$ cat config.mk
export PLATFORM = sky130hd
export DESIGN_NAME = dma_ctrl_status
export DESIGN_NICKNAME = d
export VERILOG_FILES = /design/src/rtl/dma_pkg.sv /design/src/rtl/dma_ctrl_status.sv
export VERILOG_INCLUDE_DIRS = /design/src /design/src/rtl
export SDC_FILE = /design/constraint.sdc
export NUM_CORES = 1
export LEC_CHECK = 0
export BUFFER_PORTS_ARGS = -buffer_cell sky130_fd_sc_hd__buf_4
export CAP_MARGIN = 40
export CORE_UTILIZATION = 30
export CTS_CLUSTER_SIZE = 40
export DETAILED_ROUTE_END_ITERATION = 10
export HOLD_SLACK_MARGIN = 0.12
export MAX_ROUTING_LAYER = met4
export PLACE_DENSITY = 0.59
export SLEW_MARGIN = 20
export SYNTH_ARGS = -nofsm -noshare
export SYNTH_HDL_FRONTEND = slang
export SYNTH_SLANG_ARGS = --single-unit
$ cat constraint.sdc
create_clock -name CLK_SYS -period 7.1 [get_ports CLK_SYS]
set_clock_uncertainty 0.05 [all_clocks]
set_input_delay 0.71 -clock CLK_SYS [delete_from_list [all_inputs] [get_ports CLK_SYS]]
set_output_delay 0.71 -clock CLK_SYS [all_outputs]
set_load 0.005 [all_outputs]
$ cat src/rtl/dma_map.svh
`ifndef DMA_MAP_SVH
`define DMA_MAP_SVH

// register word indices; byte address is four times the index
`define IDX_IRQ_CTRL 32'hFFFE1020
`define IDX_CTRL_STAT 32'hFFFE1021
`define IDX_HOLD_STAT 32'hFFFE1023
`define IDX_TABLE_FC 32'hFFFE1025
`define IDX_GEN_CTRL 32'hFFFE1027

// interrupt control fields
`define IC_LEVEL_LSB 0
`define IC_ENABLE_BIT 3
`define IC_PENDING_BIT 7

// control/status fields
`define CS_ENABLE_BIT 0
`define CS_TW_BIT 1
`define CS_DIR_BIT 2
`define CS_TBL_BERR_BIT 3
`define CS_DATA_BERR_BIT 4
`define CS_TBL_SIZE_BIT 5
`define CS_PORT8_BIT 6
`define CS_DONE_BIT 7

// general control field
`define GC_GLOBAL_GATE_BIT 4

// reset values
`define RST_BYTE 8'h00
`define RST_LEVEL 3'h0
`define RST_WORD 32'h0000_0000

`endif

$ cat src/rtl/dma_pkg.sv
`default_nettype none
package dma_pkg;

  // error and completion reports from the transfer engine
  typedef struct packed {
    logic complete;
    logic berr_table;
    logic berr_data;
    logic table_not32;
    logic port_8bit;
  } engine_evt_t;

  // byte lane traffic of the holding register
  typedef struct packed {
    logic [3:0] wr;
    logic [3:0] rd;
    logic [31:0] data;
  } lane_t;

  // counter step; size 0..3 means increment 1, 2, 4 or 8
  typedef struct packed {
    logic valid;
    logic [1:0] size;
  } step_t;

endpackage

`default_nettype wire
$ cat src/rtl/dma_ctrl_status.sv
// Our own choice: the APB interface to the registers.
`timescale 1ns/1ps
`default_nettype none
`include "dma_map.svh"

module dma_ctrl_status (
  input wire logic CLK_SYS,
  input wire logic RST_N,
  input wire logic PSEL,
  input wire logic PENABLE,
  input wire logic PWRITE,
  input wire logic [31:0] PADDR,
  input wire logic [31:0] PWDATA,
  output logic PREADY,
  output logic [31:0] PRDATA,
  output logic PSLVERR,
  input wire dma_pkg::engine_evt_t ENGINE_EVT,
  input wire dma_pkg::lane_t LANE,
  input wire dma_pkg::step_t STEP,
  output logic ENGINE_ENABLE,
  output logic TABLE_WALK,
  output logic DIRECTION,
  output logic [2:0] TABLE_FC,
  output logic [31:0] HOLD_DATA,
  output logic IRQ_REQ,
  output logic [2:0] IRQ_LEVEL
);

  // flops, each named for the register field, pin or internal signal it holds
  logic rst_meta_q;
  logic rst_sync_n_q;
  // bus answer
  logic pready_q;
  logic pslverr_q;
  logic [31:0] prdata_q;
  // interrupt control
  logic [2:0] level_q;
  logic ien_q;
  logic pend_q;
  logic trig_q;
  // control and status
  logic en_q;
  logic tw_q;
  logic dir_q;
  logic [3:0] err_q;
  logic done_q;
  // holding status
  logic [3:0] full_q;
  logic [3:0] inc_q;
  logic [31:0] hold_q;
  // function code and global gate
  logic [2:0] fc_q;
  logic gate_q;
  // interrupt request pins
  logic irq_q;
  logic [2:0] irq_lvl_q;

  // decode nets
  logic [29:0] widx;
  logic hit_ic;
  logic hit_cs;
  logic hit_hs;
  logic hit_fc;
  logic hit_gc;
  logic hit_any;
  // handshake and event nets
  logic access;
  logic wr_fire;
  logic [7:0] wbyte;
  logic trig;
  logic stop_evt;
  logic [3:0] err_evt;
  logic [7:0] rd_byte;

  // reset released through two flops, asserted at once
  // a raw release near an edge could leave some flops in reset and
  // others not; the copy lifts cleanly two edges after the pin
  always_ff @(posedge CLK_SYS or negedge RST_N) begin
    if (!RST_N) begin
      rst_meta_q <= 1'b0;
      rst_sync_n_q <= 1'b0;
    end else begin
      rst_meta_q <= 1'b1;
      rst_sync_n_q <= rst_meta_q;
    end
  end

  // word decode; upper index bits beyond the 30-bit word address drop out
  // four times an index wraps past 32 bits, so the top two index bits
  // cannot be seen on the bus and are simply dropped
  // an address that hits none of the five words answers with an error
  assign widx = PADDR[31:2];
  assign hit_ic = widx == 30'(`IDX_IRQ_CTRL);
  assign hit_cs = widx == 30'(`IDX_CTRL_STAT);
  assign hit_hs = widx == 30'(`IDX_HOLD_STAT);
  assign hit_fc = widx == 30'(`IDX_TABLE_FC);
  assign hit_gc = widx == 30'(`IDX_GEN_CTRL);
  assign hit_any = hit_ic | hit_cs | hit_hs | hit_fc | hit_gc;
  assign access = PSEL & PENABLE;
  assign wr_fire = access & PWRITE & pready_q;
  assign wbyte = PWDATA[7:0];

  // read mux; reserved bits come back as zero
  // the byte is captured in the first access cycle, so it shows the
  // state one edge before any write of the same access lands
  always_comb begin
    rd_byte = `RST_BYTE;
    if (hit_ic) begin
      rd_byte = {pend_q, 3'h0, ien_q, level_q};
    end else if (hit_cs) begin
      rd_byte = {done_q, err_q[3:0], dir_q, tw_q, en_q};
    end else if (hit_hs) begin
      rd_byte = {inc_q, full_q};
    end else if (hit_fc) begin
      rd_byte = {5'h00, fc_q};
    end else if (hit_gc) begin
      rd_byte = {3'h0, gate_q, 4'h0};
    end
  end

  // one wait state so read data and ready both leave flops
  // ready rises in the second access cycle and drops the edge after;
  // the trade is one extra cycle per access for clean flop outputs
  // a write lands only on the edge that samples ready high
  always_ff @(posedge CLK_SYS or negedge rst_sync_n_q) begin
    if (!rst_sync_n_q) begin
      pready_q <= 1'b0;
      prdata_q <= `RST_WORD;
      pslverr_q <= 1'b0;
    end else begin
      pready_q <= access & ~pready_q;
      if (access & ~pready_q) begin
        prdata_q <= PWRITE ? `RST_WORD : {24'h000000, rd_byte};
        pslverr_q <= ~hit_any;
      end else begin
        prdata_q <= `RST_WORD;
        pslverr_q <= 1'b0;
      end
    end
  end

  // level and enable fields of the interrupt control register
  // a level of zero is kept and read back, but never requests;
  // that leaves the done bit for polling software
  always_ff @(posedge CLK_SYS or negedge rst_sync_n_q) begin
    if (!rst_sync_n_q) begin
      level_q <= `RST_LEVEL;
      ien_q <= 1'b0;
    end else if (wr_fire & hit_ic) begin
      level_q <= wbyte[`IC_LEVEL_LSB +: 3];
      ien_q <= wbyte[`IC_ENABLE_BIT];
    end
  end

  // leading edge of enable AND done
  // trig_q holds the last value, so a product that stays high makes
  // only one edge; a fresh edge needs the product to fall first,
  // which a disable of the engine or of the interrupt gives
  assign trig = ien_q & done_q;

  always_ff @(posedge CLK_SYS or negedge rst_sync_n_q) begin
    if (!rst_sync_n_q) begin
      trig_q <= 1'b0;
    end else begin
      trig_q <= trig;
    end
  end

  // pending flag; a fresh edge beats a write-one in the same cycle
  // losing that edge would hide a finished transfer for good
  // clearing the enable drops the product too, so the two never meet
  // a write-one only clears; writing zero leaves the flag alone
  always_ff @(posedge CLK_SYS or negedge rst_sync_n_q) begin
    if (!rst_sync_n_q) begin
      pend_q <= 1'b0;
    end else if (trig & ~trig_q) begin
      pend_q <= 1'b1;
    end else if (~ien_q) begin
      pend_q <= 1'b0;
    end else if (wr_fire & hit_ic & wbyte[`IC_PENDING_BIT]) begin
      pend_q <= 1'b0;
    end
  end

  // read-write controls; status bits are never written
  // the engine reads these straight from the output pins
  // changing mode or direction mid-transfer is left to software
  always_ff @(posedge CLK_SYS or negedge rst_sync_n_q) begin
    if (!rst_sync_n_q) begin
      en_q <= 1'b0;
      tw_q <= 1'b0;
      dir_q <= 1'b0;
    end else if (wr_fire & hit_cs) begin
      en_q <= wbyte[`CS_ENABLE_BIT];
      tw_q <= wbyte[`CS_TW_BIT];
      dir_q <= wbyte[`CS_DIR_BIT];
    end
  end

  // any reported error also stops the engine
  // so every error report also raises the done bit, and a single
  // poll of the done bit covers both endings
  assign stop_evt = ENGINE_EVT.complete | ENGINE_EVT.berr_table |
                    ENGINE_EVT.berr_data | ENGINE_EVT.table_not32 |
                    ENGINE_EVT.port_8bit;

  // error reports in status bit order, table bus error lowest
  assign err_evt[0] = ENGINE_EVT.berr_table;
  assign err_evt[1] = ENGINE_EVT.berr_data;
  assign err_evt[2] = ENGINE_EVT.table_not32;
  assign err_evt[3] = ENGINE_EVT.port_8bit;

  // sticky error bits, held until the engine is disabled
  // software cannot clear one alone; only a disable wipes them all
  genvar b;
  generate
    for (b = 0; b < 4; b++) begin : g_err
      always_ff @(posedge CLK_SYS or negedge rst_sync_n_q) begin
        if (!rst_sync_n_q) begin
          err_q[b] <= 1'b0;
        end else if (~en_q) begin
          err_q[b] <= 1'b0;
        end else if (err_evt[b]) begin
          err_q[b] <= 1'b1;
        end
      end
    end
  endgenerate

  // done bit; events while disabled are dropped, engine is idle then
  // a stop and a disable in one cycle leave done clear: the disable
  // is the newer intent of software
  always_ff @(posedge CLK_SYS or negedge rst_sync_n_q) begin
    if (!rst_sync_n_q) begin
      done_q <= 1'b0;
    end else if (~en_q) begin
      done_q <= 1'b0;
    end else if (stop_evt) begin
      done_q <= 1'b1;
    end
  end

  // holding register lanes; a fill beats a drain in the same cycle
  // disable clears only the full flags; the data bytes stay put,
  // so a late look at the holding data still shows the last bytes
  genvar i;
  generate
    for (i = 0; i < 4; i++) begin : g_lane
      always_ff @(posedge CLK_SYS or negedge rst_sync_n_q) begin
        if (!rst_sync_n_q) begin
          full_q[i] <= 1'b0;
          hold_q[i*8 +: 8] <= `RST_BYTE;
        end else if (~en_q) begin
          full_q[i] <= 1'b0;
        end else if (LANE.wr[i]) begin
          full_q[i] <= 1'b1;
          hold_q[i*8 +: 8] <= LANE.data[i*8 +: 8];
        end else if (LANE.rd[i]) begin
          full_q[i] <= 1'b0;
        end
      end
    end
  endgenerate

  // last step size kept one-hot
  // shifting one by the size code cannot set two bits, so the field
  // is one-hot by construction once any step has been taken
  always_ff @(posedge CLK_SYS or negedge rst_sync_n_q) begin
    if (!rst_sync_n_q) begin
      inc_q <= 4'h0;
    end else if (~en_q) begin
      inc_q <= 4'h0;
    end else if (STEP.valid) begin
      inc_q <= 4'h1 << STEP.size;
    end
  end

  // table fetch function code
  // stored as written; only a few codes make table walking work,
  // and nothing here refuses the others
  always_ff @(posedge CLK_SYS or negedge rst_sync_n_q) begin
    if (!rst_sync_n_q) begin
      fc_q <= 3'h0;
    end else if (wr_fire & hit_fc) begin
      fc_q <= wbyte[2:0];
    end
  end

  // global interrupt gate; other bits of that register live elsewhere
  // with the gate low pending still sets, it just raises no request,
  // so opening the gate later releases a waiting interrupt
  always_ff @(posedge CLK_SYS or negedge rst_sync_n_q) begin
    if (!rst_sync_n_q) begin
      gate_q <= 1'b0;
    end else if (wr_fire & hit_gc) begin
      gate_q <= wbyte[`GC_GLOBAL_GATE_BIT];
    end
  end

  // request leaves a flop, so it trails the pending flag by one cycle
  // level reads zero whenever the request is low, so a consumer may
  // latch the level on the request's rising edge alone
  always_ff @(posedge CLK_SYS or negedge rst_sync_n_q) begin
    if (!rst_sync_n_q) begin
      irq_q <= 1'b0;
      irq_lvl_q <= `RST_LEVEL;
    end else if (pend_q & ien_q & gate_q & (level_q != 3'h0)) begin
      irq_q <= 1'b1;
      irq_lvl_q <= level_q;
    end else begin
      irq_q <= 1'b0;
      irq_lvl_q <= `RST_LEVEL;
    end
  end

  // outputs straight from flops
  // no logic between these flops and the pins, so no glitches leave
  assign PREADY = pready_q;
  assign PRDATA = prdata_q;
  assign PSLVERR = pslverr_q;
  assign ENGINE_ENABLE = en_q;
  assign TABLE_WALK = tw_q;
  assign DIRECTION = dir_q;
  assign TABLE_FC = fc_q;
  assign HOLD_DATA = hold_q;
  assign IRQ_REQ = irq_q;
  assign IRQ_LEVEL = irq_lvl_q;

endmodule // dma_ctrl_status

`default_nettype wire

# After elaboration in Yosys (flattened, before gate mapping)

Index checks and enable logic that the tools add are counted.

Add/sub/neg operators: 0
Multipliers: 0
Div/mod/pow operators: 0
Magnitude comparators: 0
Equal/unequal tests: 16
Shift operators: 1
Mux-type cells: 37
Bitwise logic cells: 25
Reductions and logical operators: 5

Operators with widths:

| cell                 | count |
|---|---|
| $eq 30x30->1 const B | 5 |
| $mux 8               | 6 |
| $mux 1               | 27 |
| $and 1x1->1          | 14 |
| $ne 3x3->1 const B   | 4 |
| $ne 2x2->1 const B   | 5 |
| $mux 4               | 2 |
| $or 1x1->1           | 8 |
| $reduce_and 2->1     | 4 |
| $mux 5               | 1 |
| $shl 1x2->4 const A  | 1 |
| $mux 3               | 1 |
| $ne 3x1->1 const B   | 1 |
| $not 1->1            | 3 |
| $reduce_bool 3->1    | 1 |
| $ne 2x1->1 const B   | 1 |

Register bits: 98
Latch bits: 0
Bits in writable memories: 0
Bits in read-only memories: 0
Bits of input ports: 117
Output and inout bits: 76
Word-level logic and storage cells: 114
Memories: 0

# Longest topological paths before layout

Depth in word-level cells: 8
Depth in mapped cells: 5
Mapped depth without buffers: 4

# Worst setup path after synthesis

No wires, ideal clock.

Kind: input-to-reg
Start point: in PADDR[11]
End point: reg ien_q
Library setup time: 0.125 ns
Arrival: 2.127 ns
Setup slack: 4.798 ns
Stages on the path: 4
Buffers on the path: 0
Cell sequence: or4b_4 > nor4_4 > nand4_4 > mux2_4

Longest elaborated chain between the ends: 2

RTL lines:

| element                | line                   | RTL |
|---|---|---|
| start: declaration     | dma_ctrl_status.sv:12  | `input wire logic [31:0] PADDR,` |
| $eq 30x30->1           | dma_ctrl_status.sv:93  | `` assign hit_ic = widx == 30'(`IDX_IRQ_CTRL); `` |
| $and 1x1->1            | dma_ctrl_status.sv:149 | `end else if (wr_fire & hit_ic) begin` |
| end signal: assignment | dma_ctrl_status.sv:151 | `` ien_q <= wbyte[`IC_ENABLE_BIT]; `` |
| end: declaration       | dma_ctrl_status.sv:38  | `logic ien_q;` |

Every way passes these cells.
A chain may end at the register's enable or synchronous reset.

# Worst setup path in the final report

Start point: in PADDR[11]
End point: reg dir_q (netlist: DIRECTION)

Longest elaborated chain between the ends: 2

RTL lines:

| element                | line                   | RTL |
|---|---|---|
| $eq 30x30->1           | dma_ctrl_status.sv:94  | `` assign hit_cs = widx == 30'(`IDX_CTRL_STAT); `` |
| $and 1x1->1            | dma_ctrl_status.sv:193 | `end else if (wr_fire & hit_cs) begin` |
| end signal: assignment | dma_ctrl_status.sv:196 | `` dir_q <= wbyte[`CS_DIR_BIT]; `` |
| end: declaration       | dma_ctrl_status.sv:44  | `logic dir_q;` |

Every way passes these cells.

==> impl_metrics.py <==
metrics = {
    "clocking": {
        "cts_buffers": 9,
        "ctsResizeCount": 0,
        "clk_pin_slew_worst_paths_ns": 0.08,
        "insertion_delay_ns": 0.35,
        "htreeDepth": 3,
        "cts-root-buf": "clkbuf_8",
        "cts_tree": "done",
        "clockBufferDepth": 2,
        "cts.sinks": 74,
    },
    "synthesis": {
        "seq_area_frac_synth": 0.550,
        "synth_most_common_cell": "dfrtp_1",
        "syn_area_um2": 3370,
        "synth_top_area_cell": "dfrtp_1",
        "yosys.cell_types.count": 41,
        "ys_warn_count": 0,
        "synthCells": 261,
        "synth_common_cells": "dfrtp_1, mux2_2, buf_4",
        "synthDominantCellAreaShare": 0.550,
        "yosys_register_bits": 74,
        "yosys-top-cells-area": "dfrtp_1, mux2_2, buf_4",
        "synthFlopType": "dfrtp_1",
        "synth_edf_count": 0,
        "syn_avg_cell_area_um2": 12.9,
        "async_flop_share": 1.00,
    },
    "pwr": {
        "totalPowerFinal_w": 0.000800,
        "p_seq_frac": 0.533,
        "p_int_w": 0.000617,
        "ir_drop_mv": 0.0801,
        "p_switching_w": 0.000183,
        "p_per_area_nw_per_um2": 170,
        "switching_share": 0.229,
        "pwr-share-comb": 0.083,
        "p_clk_frac": 0.384,
        "p_leak_nw": 2.48,
    },
    "worst_setup_path": {
        "worstReg2RegStart": "PREADY",
        "crit_type": "input pin to register",
        "crit_start": "PADDR[11]",
        "cp_max_fo": 3,
        "reg2reg_slack_ns": 5.47,
        "crit_path_end": "DIRECTION",
        "setup.worst_path.end_class": "register",
        "crit_required_ns": 7.28,
        "reg2reg_to": "DIRECTION",
        "critPathLaunchType": "input pin",
        "arrival_ns": 2.39,
        "worstRegToRegCells": 4,
    },
    "floorplanning": {
        "die_w_um": 108,
        "ioPinCount": 193,
        "start_util": 0.309,
        "die_h_um": 108,
        "rows": 38,
        "core_area_um2": 10900,
        "die-area_um2": 11700,
    },
    "routing": {
        "via_per_inst": 4.58,
        "finalWirelength_mm": 7.84,
        "drc": 0,
        "first_iter_violations": 70,
        "via_count": 2533,
        "ant_nets": 0,
        "wl_per_cell_um": 14.2,
        "dr.pass1.iters": 4,
    },
    "layout": {
        "area_growth_pct": 39.8,
        "nets": 525,
        "final_layout_size_suffix_gt1_frac": 0.501,
        "finalNonFillerCells": 553,
        "diodes": 0,
    },
    "grt": {
        "track_usage": 0.145,
        "grt_pass1_vias": 2637,
        "grt_pass1_wl_mm": 12.4,
        "grt_max_degree": 47,
        "antenna_found_initial": 0,
        "grt_overflow": 0,
    },
    "sta": {
        "finalSetupViolCount": 0,
        "hold_viol": 0,
        "period_needed_ns": 2.21,
        "drv_slew": 0,
        "setup_slack_ns": 4.89,
        "worstMarginPinSlew_ns": 0.660,
        "setup_tns_ns": 0,
        "rsz0062_at_grt": "false",
        "max_freq_mhz": 452,
        "maxSlewHeadroom": 0.556,
        "period_share": 0.312,
        "whs_ns": 0.197,
    },
    "placement": {
        "dp_slack_ns": 4.50,
        "hpwl_mm": 6.06,
        "io_buffer_count": 140,
        "globalplace.congestion": 0.708,
        "dp.cells": 536,
    },
    "min_path": {
        "hold_class": "register to asynchronous set/reset pin",
    },
    "status": {
        "outcome": "complete, no violations",
    },
    "run": {
        "maxCapViolations": 0,
    },
}
critical path, stage by stage:
cell	delay, ns
buf_4	0.11
or4b_4	0.54
nor4_4	0.43
nand4_2	0.22
mux2_1	0.37
cell usage in the layout, fill, tap and decap left out, types with 3 or more instances in the layout:
master    instances
nand2_1           7
a22o_1            3
mux2i_1           4
a22oi_1           3
and2_1            6
mux2_4            4
nand2b_1          8
mux2_2           36
dfrtp_1          73
buf_4           141
o21a_1            9
mux2_1            3
nor4_1            5
nor3_1            6
conb_1           25
or4_1             3
nor2_1           12
nand4_1           5
nor2b_1          10
a31oi_1           4
clkbuf_8         12
a21boi_0          3
per-stage QoR:
| step | cell area (um2) | util |
|---|---|---|
| floorplan | 3450 | - |
| detailed placement | 4520 | 0.415 |
| CTS | 4710 | 0.432 |
| global placement | 4490 | 0.412 |
| global route | 4710 | 0.432 |
| finish | 4710 | 0.432 |
area by class of cell:
type | instances | area, um2
clock buffers | 14 | 173
clock inverters | 2 | 10.0
fillers | 1066 | 6180
multi-input cells | 180 | 1400
flip-flops and latches | 74 | 1860
well taps | 140 | 175
repair buffers | 143 | 1100
how the worst min path moves through the flow:
stage / start / endpoint / slack (ns) / cells past startpoint
4_1_cts: rst_sync_n_q / err_q[3] / 0.22 / 0
5_1_grt: rst_sync_n_q / err_q[3] / 0.24 / 0
6_report: rst_sync_n_q / err_q[3] / 0.20 / 0
3_3_place_gp: rst_meta_q / rst_sync_n_q / 0.29 / 0
2_1_floorplan: rst_meta_q / rst_sync_n_q / 0.28 / 0
3_5_place_dp: rst_sync_n_q / HOLD_DATA[28] / 0.22 / 0
kinds of logic (layout without fill, tap and decap cells):
kind of cell	after synthesis	after routing	share of synthesized area
other	2	25	0.00223
multiplexers	47	47	0.160
AO/OA/AOI/OAI	26	26	0.0598
buffers and inverters	30	159	0.0602
AND/OR/NAND/NOR	82	82	0.168
flip-flops	74	74	0.550
layer usage:
metal | vias up | GRT usage | share of wire
met5 | - | - | 0
met4 | 0 | 0.0587 | 0.015
met3 | 12 | 0.0536 | 0.10
met2 | 122 | 0.231 | 0.47
met1 | 1213 | 0.164 | 0.42
li1 | 1186 | - | -
sequential cells by signal, summed over array words and instances (netlist names), 3 cells and up:
signal and cells:
HOLD_DATA 32, IRQ_LEVEL 3, PRDATA 8, TABLE_FC 3, err_q 4, full_q 4, inc_q 4, level_q 3
what timing repair did:
item	in CTS	in global routing
hold endpoints to repair	2	0
hold buffers	1	0
setup buffers	0	0
power groups by stage:
stage	logic, W	clock network, W	registers (W)
6_report	0.0000667	0.000307	0.000426
5_1_grt	0.0000745	0.000332	0.000427
4_1_cts	0.0000678	0.000317	0.000426
3_5_place_dp	0.0000671	0	0.000435
3_3_place_gp	0.0000587	0	0.000439
2_1_floorplan	0.0000247	0	0.000437
Power figures use the tool's default switching activity.
